### config.mk
export PLATFORM = sky130hd
export DESIGN_NAME = eia_unit
export DESIGN_NICKNAME = d
export VERILOG_FILES = /design/src/hw/eia_pkg.sv /design/src/hw/eia_unit.sv
export SDC_FILE = /design/constraint.sdc
export NUM_CORES = 1
export LEC_CHECK = 0
export BUFFER_PORTS_ARGS = -buffer_cell sky130_fd_sc_hd__clkbuf_2
export CAP_MARGIN = 20
export CORE_ASPECT_RATIO = 1.4
export CORE_MARGIN = 3
export CORE_UTILIZATION = 55
export CTS_CLUSTER_DIAMETER = 100
export DETAILED_ROUTE_END_ITERATION = 12
export PLACE_DENSITY_LB_ADDON = 0.2
export REMOVE_ABC_BUFFERS = 1
export SLEW_MARGIN = 20
export SYNTH_ARGS = -nofsm -noshare
export SYNTH_HDL_FRONTEND = slang
export SYNTH_SLANG_ARGS = --single-unit
### constraint.sdc
create_clock -name ref_clk_i -period 7.26 [get_ports ref_clk_i]
set_clock_uncertainty 0.2 [all_clocks]
set_input_delay 1.452 -clock ref_clk_i [delete_from_list [all_inputs] [get_ports ref_clk_i]]
set_output_delay 1.452 -clock ref_clk_i [all_outputs]
set_load 0.05 [all_outputs]
### src/hw/eia_pkg.sv
// Package of constants and types for the extended integer arithmetic unit
package eia_pkg;

  // ----------------------------------------------------------------
  // Register map (byte offsets on the APB slave)
  // ----------------------------------------------------------------
  localparam logic [7:0] OFS_INSTR = 8'h00;
  localparam logic [7:0] OFS_REG_R = 8'h04;
  localparam logic [7:0] OFS_PAIRED = 8'h08;
  localparam logic [7:0] OFS_SRC = 8'h0c;
  localparam logic [7:0] OFS_CTRL = 8'h10;
  localparam logic [7:0] OFS_STATUS = 8'h14;
  localparam logic [7:0] OFS_RES_R = 8'h18;
  localparam logic [7:0] OFS_RES_PAIRED = 8'h1c;

  // ----------------------------------------------------------------
  // Field positions
  // ----------------------------------------------------------------
  localparam int OPC_HI = 15;
  localparam int OPC_LO = 9;
  localparam int REG_HI = 8;
  localparam int REG_LO = 6;
  localparam int SRC_HI = 5;
  localparam int SRC_LO = 0;
  localparam int CTRL_START_BIT = 0;
  localparam int ST_BUSY_BIT = 0;
  localparam int ST_DONE_BIT = 1;
  localparam int ST_C_BIT = 2;
  localparam int ST_V_BIT = 3;
  localparam int ST_Z_BIT = 4;
  localparam int ST_N_BIT = 5;
  localparam int ST_WR_R_BIT = 6;
  localparam int ST_WR_P_BIT = 7;
  localparam int ST_ILLEGAL_BIT = 8;

  // ----------------------------------------------------------------
  // Opcodes (octal prefixes of the instruction word)
  // ----------------------------------------------------------------
  localparam logic [6:0] OPC_MUL = 7'h38;
  localparam logic [6:0] OPC_DIV = 7'h39;
  localparam logic [6:0] OPC_SHIFT = 7'h3a;
  localparam logic [6:0] OPC_PAIR_SHIFT = 7'h3b;

  // ----------------------------------------------------------------
  // Reset values and iteration counts
  // ----------------------------------------------------------------
  localparam logic [15:0] RESET_WORD = 16'h0000;
  localparam logic [31:0] RESET_DWORD = 32'h0000_0000;
  localparam logic [5:0] DIV_STEPS = 6'h20;
  localparam logic [14:0] QUOT_PAD = 15'h0000;

  typedef enum logic [1:0] {
    EIA_OP_MUL,
    EIA_OP_DIV,
    EIA_OP_SHIFT,
    EIA_OP_PAIR
  } eia_op_t;

  typedef enum logic [1:0] {
    EIA_IDLE,
    EIA_RUN,
    EIA_FIN
  } eia_state_t;

endpackage : eia_pkg

### src/hw/eia_unit.sv
// Extended integer arithmetic unit: multiply, divide and arithmetic shifts behind APB
//
// Register access over APB and the register addresses were decided locally.
`timescale 1ns/1ps
`default_nettype none

module eia_unit (
  input wire logic ref_clk_i,
  input wire logic rst_i,
  input wire logic psel_i,
  input wire logic penable_i,
  input wire logic pwrite_i,
  input wire logic [7:0] paddr_i,
  input wire logic [31:0] pwdata_i,
  output logic [31:0] prdata_o,
  output logic pready_o,
  output logic pslverr_o,
  output logic busy_o,
  output logic done_o
);

  // ----------------------------------------------------------------
  // State
  // ----------------------------------------------------------------
  typedef struct packed {
    eia_pkg::eia_state_t st;
    eia_pkg::eia_op_t op;
    logic [2:0] rnum;
    logic [31:0] acc;
    logic [5:0] cnt;
    logic left;
    logic [16:0] rem;
    logic [15:0] dvs;
    logic dd_neg;
    logic dv_neg;
    logic [15:0] instr;
    logic [15:0] r_val;
    logic [15:0] p_val;
    logic [15:0] src_val;
    logic [15:0] res_r;
    logic [15:0] res_p;
    logic nf;
    logic zf;
    logic vf;
    logic cf;
    logic wr_r;
    logic wr_p;
    logic done;
    logic illegal;
    logic [31:0] prdata;
    logic pready;
    logic pslverr;
    logic busy;
    logic done_pulse;
  } eia_state_s_t;

  eia_state_s_t s_reg;
  eia_state_s_t s_next;

  logic setup_phase;
  logic wr_access;
  logic [6:0] opc;
  logic signed [31:0] product;
  logic [31:0] dd_word;
  logic [31:0] dd_mag;
  logic [15:0] dv_mag;
  logic [16:0] rem_try;
  logic [15:0] quot;
  logic [15:0] rmdr;
  logic msb_old;
  logic msb_new;
  logic [31:0] stepped;
  logic [5:0] cnt_raw;

  assign setup_phase = psel_i && !penable_i;
  assign wr_access = psel_i && penable_i && pwrite_i && s_reg.pready;
  assign opc = s_reg.instr[eia_pkg::OPC_HI:eia_pkg::OPC_LO];
  assign product = $signed(s_reg.r_val) * $signed(s_reg.src_val);
  assign dd_word = {s_reg.r_val, s_reg.p_val};
  assign dd_mag = dd_word[31] ? (~dd_word + 32'h0000_0001) : dd_word;
  assign dv_mag = s_reg.src_val[15] ? (~s_reg.src_val + 16'h0001) : s_reg.src_val;
  assign rem_try = {s_reg.rem[15:0], s_reg.acc[31]};
  assign quot = (s_reg.dd_neg ^ s_reg.dv_neg) ? (~s_reg.acc[15:0] + 16'h0001) : s_reg.acc[15:0];
  assign rmdr = s_reg.dd_neg ? (~s_reg.rem[15:0] + 16'h0001) : s_reg.rem[15:0];
  assign cnt_raw = s_reg.src_val[eia_pkg::SRC_HI:eia_pkg::SRC_LO];

  // ----------------------------------------------------------------
  // One arithmetic shift step
  // ----------------------------------------------------------------
  always_comb begin
    msb_old = (s_reg.op == eia_pkg::EIA_OP_PAIR) ? s_reg.acc[31] : s_reg.acc[15];
    if (s_reg.op == eia_pkg::EIA_OP_PAIR) begin
      // Right shift of {R,R} brings R's low bits in on top: a rotate for odd R
      stepped = s_reg.left ? {s_reg.acc[30:0], 1'b0} : {s_reg.acc[31], s_reg.acc[31:1]};
      msb_new = stepped[31];
    end else begin
      stepped = s_reg.left ? {16'h0000, s_reg.acc[14:0], 1'b0} : {16'h0000, s_reg.acc[15], s_reg.acc[15:1]};
      msb_new = stepped[15];
    end
  end

  // ----------------------------------------------------------------
  // Next state
  // ----------------------------------------------------------------
  always_comb begin
    s_next = s_reg;
    // APB: zero wait states, answer flopped in the first access cycle
    s_next.pready = setup_phase;
    s_next.pslverr = 1'b0;
    if (setup_phase) begin
      s_next.prdata = eia_pkg::RESET_DWORD;
      unique case (paddr_i)
        eia_pkg::OFS_INSTR: s_next.prdata = {16'h0000, s_reg.instr};
        eia_pkg::OFS_REG_R: s_next.prdata = {16'h0000, s_reg.r_val};
        eia_pkg::OFS_PAIRED: s_next.prdata = {16'h0000, s_reg.p_val};
        eia_pkg::OFS_SRC: s_next.prdata = {16'h0000, s_reg.src_val};
        eia_pkg::OFS_CTRL: s_next.prdata = eia_pkg::RESET_DWORD;
        eia_pkg::OFS_STATUS: begin
          s_next.prdata[eia_pkg::ST_BUSY_BIT] = s_reg.st != eia_pkg::EIA_IDLE;
          s_next.prdata[eia_pkg::ST_DONE_BIT] = s_reg.done;
          s_next.prdata[eia_pkg::ST_C_BIT] = s_reg.cf;
          s_next.prdata[eia_pkg::ST_V_BIT] = s_reg.vf;
          s_next.prdata[eia_pkg::ST_Z_BIT] = s_reg.zf;
          s_next.prdata[eia_pkg::ST_N_BIT] = s_reg.nf;
          s_next.prdata[eia_pkg::ST_WR_R_BIT] = s_reg.wr_r;
          s_next.prdata[eia_pkg::ST_WR_P_BIT] = s_reg.wr_p;
          s_next.prdata[eia_pkg::ST_ILLEGAL_BIT] = s_reg.illegal;
        end
        eia_pkg::OFS_RES_R: s_next.prdata = {16'h0000, s_reg.res_r};
        eia_pkg::OFS_RES_PAIRED: s_next.prdata = {16'h0000, s_reg.res_p};
        default: s_next.pslverr = 1'b1;
      endcase
      // Operands are frozen while an instruction runs, so the result stays consistent
      if (pwrite_i && s_reg.st != eia_pkg::EIA_IDLE && paddr_i != eia_pkg::OFS_STATUS
          && paddr_i != eia_pkg::OFS_RES_R && paddr_i != eia_pkg::OFS_RES_PAIRED) begin
        s_next.pslverr = 1'b1;
      end
    end

    if (wr_access && !s_reg.pslverr && s_reg.st == eia_pkg::EIA_IDLE) begin
      unique case (paddr_i)
        eia_pkg::OFS_INSTR: s_next.instr = pwdata_i[15:0];
        eia_pkg::OFS_REG_R: s_next.r_val = pwdata_i[15:0];
        eia_pkg::OFS_PAIRED: s_next.p_val = pwdata_i[15:0];
        eia_pkg::OFS_SRC: s_next.src_val = pwdata_i[15:0];
        default: s_next.p_val = s_reg.p_val;
      endcase
    end

    unique case (s_reg.st)
      eia_pkg::EIA_IDLE: begin
        if (wr_access && paddr_i == eia_pkg::OFS_CTRL && pwdata_i[eia_pkg::CTRL_START_BIT]) begin
          s_next.done = 1'b0;
          s_next.illegal = 1'b0;
          s_next.wr_r = 1'b0;
          s_next.wr_p = 1'b0;
          s_next.rnum = s_reg.instr[eia_pkg::REG_HI:eia_pkg::REG_LO];
          s_next.st = eia_pkg::EIA_RUN;
          s_next.rem = 17'h00000;
          s_next.dvs = dv_mag;
          s_next.dd_neg = dd_word[31];
          s_next.dv_neg = s_reg.src_val[15];
          s_next.cf = 1'b0;
          s_next.vf = 1'b0;
          // Count: signed six bits, magnitude taken for the step loop
          s_next.left = !cnt_raw[5];
          s_next.cnt = cnt_raw[5] ? (~cnt_raw + 6'h01) : cnt_raw;
          unique case (opc)
            eia_pkg::OPC_MUL: begin
              s_next.op = eia_pkg::EIA_OP_MUL;
            end
            eia_pkg::OPC_DIV: begin
              s_next.op = eia_pkg::EIA_OP_DIV;
              s_next.acc = dd_mag;
              s_next.cnt = eia_pkg::DIV_STEPS;
            end
            eia_pkg::OPC_SHIFT: begin
              s_next.op = eia_pkg::EIA_OP_SHIFT;
              s_next.acc = {16'h0000, s_reg.r_val};
            end
            eia_pkg::OPC_PAIR_SHIFT: begin
              s_next.op = eia_pkg::EIA_OP_PAIR;
              // Odd register: both halves are the same word
              s_next.acc = {s_reg.r_val, s_reg.instr[eia_pkg::REG_LO] ? s_reg.r_val : s_reg.p_val};
            end
            default: begin
              s_next.illegal = 1'b1;
              s_next.st = eia_pkg::EIA_FIN;
            end
          endcase
        end
      end

      eia_pkg::EIA_RUN: begin
        unique case (s_reg.op)
          eia_pkg::EIA_OP_MUL: begin
            s_next.nf = product[31];
            s_next.zf = product == 32'sh0000_0000;
            s_next.vf = 1'b0;
            s_next.cf = product[31:15] != {17{product[15]}};
            s_next.wr_r = 1'b1;
            if (s_reg.rnum[0]) begin
              s_next.res_r = product[15:0];
            end else begin
              s_next.res_r = product[31:16];
              s_next.res_p = product[15:0];
              s_next.wr_p = 1'b1;
            end
            s_next.st = eia_pkg::EIA_FIN;
          end
          eia_pkg::EIA_OP_DIV: begin
            if (s_reg.dvs == 16'h0000) begin
              s_next.vf = 1'b1;
              s_next.cf = 1'b1;
              s_next.nf = 1'b0;
              s_next.zf = 1'b0;
              s_next.st = eia_pkg::EIA_FIN;
            end else if (s_reg.cnt == eia_pkg::DIV_STEPS && s_reg.acc >= {1'b0, s_reg.dvs, eia_pkg::QUOT_PAD}) begin
              // Quotient magnitude would need more than 15 bits: abort, no write-back
              s_next.vf = 1'b1;
              s_next.cf = 1'b0;
              s_next.nf = 1'b0;
              s_next.zf = 1'b0;
              s_next.st = eia_pkg::EIA_FIN;
            end else if (s_reg.cnt != 6'h00) begin
              // Restoring division on magnitudes, one quotient bit per cycle
              s_next.cnt = s_reg.cnt - 6'h01;
              if (rem_try >= {1'b0, s_reg.dvs}) begin
                s_next.rem = rem_try - {1'b0, s_reg.dvs};
                s_next.acc = {s_reg.acc[30:0], 1'b1};
              end else begin
                s_next.rem = rem_try;
                s_next.acc = {s_reg.acc[30:0], 1'b0};
              end
            end else begin
              s_next.res_r = quot;
              s_next.res_p = rmdr;
              s_next.nf = quot[15];
              s_next.zf = quot == 16'h0000;
              s_next.vf = 1'b0;
              s_next.cf = 1'b0;
              // Paired register is rnum+1; an odd rnum is left to software
              s_next.wr_r = 1'b1;
              s_next.wr_p = 1'b1;
              s_next.st = eia_pkg::EIA_FIN;
            end
          end
          default: begin
            if (s_reg.cnt != 6'h00) begin
              s_next.cnt = s_reg.cnt - 6'h01;
              s_next.acc = stepped;
              s_next.cf = s_reg.left ? msb_old : s_reg.acc[0];
              if (msb_new != msb_old) begin
                s_next.vf = 1'b1;
              end
            end else begin
              s_next.wr_r = 1'b1;
              if (s_reg.op == eia_pkg::EIA_OP_PAIR) begin
                s_next.nf = s_reg.acc[31];
                s_next.zf = s_reg.acc == 32'h0000_0000;
                s_next.res_r = s_reg.rnum[0] ? s_reg.acc[15:0] : s_reg.acc[31:16];
                s_next.res_p = s_reg.acc[15:0];
                s_next.wr_p = !s_reg.rnum[0];
              end else begin
                s_next.nf = s_reg.acc[15];
                s_next.zf = s_reg.acc[15:0] == 16'h0000;
                s_next.res_r = s_reg.acc[15:0];
              end
              s_next.st = eia_pkg::EIA_FIN;
            end
          end
        endcase
      end

      eia_pkg::EIA_FIN: begin
        s_next.done = 1'b1;
        s_next.st = eia_pkg::EIA_IDLE;
      end
      default: begin
        s_next.st = eia_pkg::EIA_IDLE;
      end
    endcase
    // Busy covers the finish cycle too, so a pending interrupt waits for the write-back
    s_next.busy = s_next.st != eia_pkg::EIA_IDLE;
    s_next.done_pulse = s_next.st == eia_pkg::EIA_FIN;
  end

  // ----------------------------------------------------------------
  // Registers
  // ----------------------------------------------------------------
  always_ff @(posedge ref_clk_i) begin
    if (rst_i) begin
      s_reg <= '0;
      s_reg.st <= eia_pkg::EIA_IDLE;
      s_reg.instr <= eia_pkg::RESET_WORD;
    end else begin
      s_reg <= s_next;
    end
  end

  assign prdata_o = s_reg.prdata;
  assign pready_o = s_reg.pready;
  assign pslverr_o = s_reg.pslverr;
  assign busy_o = s_reg.busy;
  assign done_o = s_reg.done_pulse;

  // ----------------------------------------------------------------
  // Assertions
  // ----------------------------------------------------------------
  logic fin;
  assign fin = s_reg.st == eia_pkg::EIA_FIN;

  a_busy_defers_irq: assert property (
    @(posedge ref_clk_i) disable iff (rst_i)
    (s_reg.st != eia_pkg::EIA_IDLE) |-> busy_o)
    else $error("busy dropped while an instruction runs");

  a_apb_ready_time: assert property (
    @(posedge ref_clk_i) disable iff (rst_i)
    (psel_i && !penable_i) |=> pready_o)
    else $error("pready not given in first access cycle");

  a_mul_even_product: assert property (
    @(posedge ref_clk_i) disable iff (rst_i)
    (fin && s_reg.op == eia_pkg::EIA_OP_MUL && !s_reg.rnum[0] && !s_reg.illegal)
      |-> ({s_reg.res_r, s_reg.res_p} == 32'(product)) && s_reg.wr_p)
    else $error("multiply product halves wrong");

  a_mul_carry_flag: assert property (
    @(posedge ref_clk_i) disable iff (rst_i)
    (fin && s_reg.op == eia_pkg::EIA_OP_MUL && !s_reg.illegal)
      |-> (s_reg.cf == ((product > 32'sd32767) || (product < -32'sd32768))) && !s_reg.vf)
    else $error("multiply C or V wrong");

  a_div_zero_flags: assert property (
    @(posedge ref_clk_i) disable iff (rst_i)
    (fin && s_reg.op == eia_pkg::EIA_OP_DIV && !s_reg.illegal)
      |-> (s_reg.cf == (s_reg.src_val == 16'h0000)))
    else $error("divide C flag wrong");

  a_div_abort_nowrite: assert property (
    @(posedge ref_clk_i) disable iff (rst_i)
    (fin && s_reg.op == eia_pkg::EIA_OP_DIV && s_reg.vf) |-> !s_reg.wr_r && !s_reg.wr_p)
    else $error("aborted divide wrote a result");

  a_div_rem_sign: assert property (
    @(posedge ref_clk_i) disable iff (rst_i)
    (fin && s_reg.op == eia_pkg::EIA_OP_DIV && s_reg.wr_p && s_reg.res_p != 16'h0000)
      |-> s_reg.res_p[15] == s_reg.r_val[15])
    else $error("remainder sign differs from dividend");

  a_div_quot_flags: assert property (
    @(posedge ref_clk_i) disable iff (rst_i)
    (fin && s_reg.op == eia_pkg::EIA_OP_DIV && s_reg.wr_r)
      |-> (s_reg.nf == s_reg.res_r[15]) && (s_reg.zf == (s_reg.res_r == 16'h0000)))
    else $error("divide N or Z wrong");

  a_shift_nz_flags: assert property (
    @(posedge ref_clk_i) disable iff (rst_i)
    (fin && s_reg.op == eia_pkg::EIA_OP_SHIFT && !s_reg.illegal)
      |-> (s_reg.nf == s_reg.res_r[15]) && (s_reg.zf == (s_reg.res_r == 16'h0000)))
    else $error("shift N or Z wrong");

  a_shift_done_pulse: assert property (
    @(posedge ref_clk_i) disable iff (rst_i)
    ($rose(busy_o) && s_reg.op != eia_pkg::EIA_OP_DIV && s_reg.op != eia_pkg::EIA_OP_MUL
      && s_reg.cnt == 6'h01 && s_reg.st == eia_pkg::EIA_RUN) |-> ##2 done_o)
    else $error("one-place shift did not finish in time");

endmodule : eia_unit

`default_nettype wire

==> impl_metrics.tcl <==
set metrics [dict create \
    synth_cells 3001 \
    initial_core_util_pct 56.0 \
    timing.final.crit_share_pct 97.7 \
    wl_met1_mm 30.4 \
    r2r_cells 23 \
    finalWorstSetupSlack_ns 0.166 \
    rows 89 \
    ir_worst_vdd_v 0.000219 \
    grt_pass1_wl_mm 128 \
    finalSetupViolCount 0 \
    yosys_warnings 0 \
    cap_violations 0 \
    cp_cell_sequence "buf_2 > and2_1 > fa_1 > inv_1 > fa_1 > fa_1 > inv_1 > fa_2 > fa_1 > inv_1 > fa_1 > inv_1 > ha_1 > and4_1 > o21a_1 > or2_2 > o311a_1 > or3_1 > a211oi_2 > nand4_1 > nor4_1 > nand2_2 > a311oi_2" \
    synth_area_leaders "fa_1 (22%), dfxtp_1 (17%), nand2_1 (7.1%)" \
    cts_buffers 21 \
    async_reset_ff_share_pct 0 \
    cp_max_fo 6 \
    die_w_um 181 \
    r2r_end "s_reg[42]" \
    rsz0062_at_grt "true" \
    synth_most_common_cell "nand2_1" \
    seq_area_frac_synth_pct 17.1 \
    route.met3.wl_mm 5.63 \
    fin_hold_ws_ns 0.266 \
    coreArea_mm2 0.0423 \
    yosys.cell_types.count 83 \
    grt_use_total_pct 36.0 \
    portBuffers 48 \
    crit_top_cell "fa_1" \
    fmax_mhz 141 \
    cp.required_ns 7.50 \
    fin_nets 3472 \
    cp.arrival_ns 7.34 \
    switchingPower_uw 567 \
    grt_pass1_vias 22000 \
    netSwitchingFraction_pct 23.7 \
    yosysTopAreaCellShare_pct 22.2 \
    p_total_uw 2400 \
    largest_register_ffs 120 \
    vias 22200 \
    ys.flop_type "dfxtp_1" \
    comb_power_share_pct 2.9 \
    synth_area_per_cell_um2 7.89 \
    drive_gt1_share_pct 12.3 \
    rr_startpoint "cnt_raw[4]" \
    route.met2.wl_mm 40.4 \
    synth_seq_cells 202 \
    cts_tree "built" \
    synth_top_area_cell "fa_1" \
    viasPerCell 6.15 \
    drc 0 \
    end_kind "flop" \
    root_buffer "clkbuf_16" \
    syn2layout_area_growth_pct 10.1 \
    grt_max_degree 86 \
    holdCritStartpoint "s_reg[54]" \
    crit_slowest_cell "fa_1" \
    p_int_uw 1830 \
    path_delay_family "adder cells" \
    slew_headroom_pct 21.4 \
    outcome "finished, final reports clean" \
    whs_path_depth 2 \
    power_leakage_uw 0.0117 \
    postRouteAntennaNets 0 \
    synth_commonest_cells "nand2_1 (446), inv_1 (329), fa_1 (263)" \
    clock-sinks 202 \
    wirelength_mm 84.1 \
    first_pass_iters 6 \
    detail_route.iter0.violations 2149 \
    synth.cell_area_mm2 0.0237 \
    highest_layer "met4" \
    finish.utilization_pct 61.6 \
    period_needed_ns 7.09 \
    cp_num_buf_inv 5 \
    die_y_um 252 \
    htree_levels 1 \
    drv_slew 0 \
    clkPwrFrac_pct 51.0 \
    r2r_slack_ns 0.17 \
    layoutNonFillerInstCount 3602 \
    worst_setup_path_start_kind "flop" \
    max_stage_delay_ns 0.60 \
    gr-total-overflow 0 \
    ios 81 \
    critical_path_class "reg -> reg" \
    clk_pin_slew_ns 0.07 \
    cts_buffer_depth 3 \
    min_path_type "reg -> reg" \
    dp.cells 3554 \
    worst_pin_slew_ns 1.17 \
    hpwl_mm 66.2 \
    wl_per_cell_um 23.4 \
    powerDensity_mw_per_mm2 91.9 \
    finalHoldViolCount 0 \
    clock_latency_ns 0.55 \
    dieArea_mm2 0.0456 \
    hold_end "s_reg[54]" \
    place.gp.congestion 0.996 \
    p_seq_share_pct 46.1 \
    synth_edf_count 0 \
    antenna_found_initial 2 \
    place_ws_ns 0.0612 \
]
kinds of logic after synthesis:
logic type / Yosys count / share of synthesized area (%)
and+or+nand+nor: 1040 / 20.6
xor gates and xnor gates: 88 / 3.33
other: 1 / 0.0158
adders and majority gates: 385 / 28.7
buffers and inverters: 568 / 9.61
muxes: 63 / 3.08
DFF: 202 / 17.1
AOI/OAI and AO/OA: 654 / 17.7
worst reg2reg max path: stages, from the launching register on:
cell and delay [ns]:
dfxtp_4 0.39, buf_2 0.18, and2_1 0.17, fa_1 0.54
inv_1 0.05, fa_1 0.46, fa_1 0.53, inv_1 0.06
fa_2 0.47, fa_1 0.49, inv_1 0.07, fa_1 0.60
inv_1 0.08, ha_1 0.35, and4_1 0.24, o21a_1 0.12
or2_2 0.29, o311a_1 0.16, or3_1 0.39, a211oi_2 0.24
nand4_1 0.16, nor4_1 0.36, nand2_2 0.15, a311oi_2 0.25
final cells by class:
class                      instances  area [µm²]
multi-input combinational       2246       17500
fill                            3789       16200
sequential                       202        4100
timing repair buffer             240        1790
inverter                         331        1250
tap                              546         683
clock buffer                      26         584
clock inverter                    10         159
antenna                            1        2.50
through the flow:
stage	TNS, ns	instance area, µm²
finish	0	26100
global route	-0.0133	26100
CTS	0	25800
detailed placement	0	25100
global placement	0	25100
floorplan	0	22700
power by group through the flow:
stage               Sequential, µW  Clock, µW  Combinational [µW]
CTS                           1110       1230                67.5
detailed placement            1130          0                67.4
global placement              1130          0                67.0
finish                        1100       1220                69.2
global route                  1100       1260                72.0
floorplan                     1140          0                25.6
how the worst max path moves through the flow:
stage	start	to	slack [ns]	cells past startpoint
6_report	cnt_raw[4]	s_reg[42]	0.17	23
5_1_grt	dd_word[25]	s_reg[40]	-0.01	22
4_1_cts	dd_word[24]	s_reg[42]	0.007	21
3_5_place_dp	dd_word[27]	s_reg[42]	0.06	25
3_3_place_gp	dd_word[27]	s_reg[42]	0.09	24
2_1_floorplan	dd_word[31]	s_reg[40]	0.14	20
cell usage in the layout, fill, tap and decap left out, types with 20 or more instances in the layout:
master,count
nor3_1,66
o21ai_0,104
buf_4,177
mux2i_1,38
dfxtp_1,179
clkbuf_2,47
a22oi_1,43
xnor2_1,49
a21o_1,23
fa_1,259
xor2_1,36
a31oi_1,23
ha_1,121
nand2b_1,28
a21oi_1,223
nand2_1,445
clkbuf_16,21
o211ai_1,44
nor4_1,20
a211oi_1,47
and2_1,141
nand3_1,45
inv_1,326
nor2_1,185
per-layer routing:
| metal | track usage [%] | vias up |
|---|---|---|
| li1 | - | 10100 |
| met1 | 42.2 | 10800 |
| met2 | 60.9 | 1000 |
| met3 | 4.54 | 316 |
| met4 | 25.7 | 0 |
| met5 | 0 | - |
timing repair:
item	in CTS	in global routing
buffers inserted	0	11
resized for setup	3	59
hold buffers	0	0
setup endpoints to repair	1	15
pin swaps	0	12
Note: power is estimated with default switching activity, not from simulation.
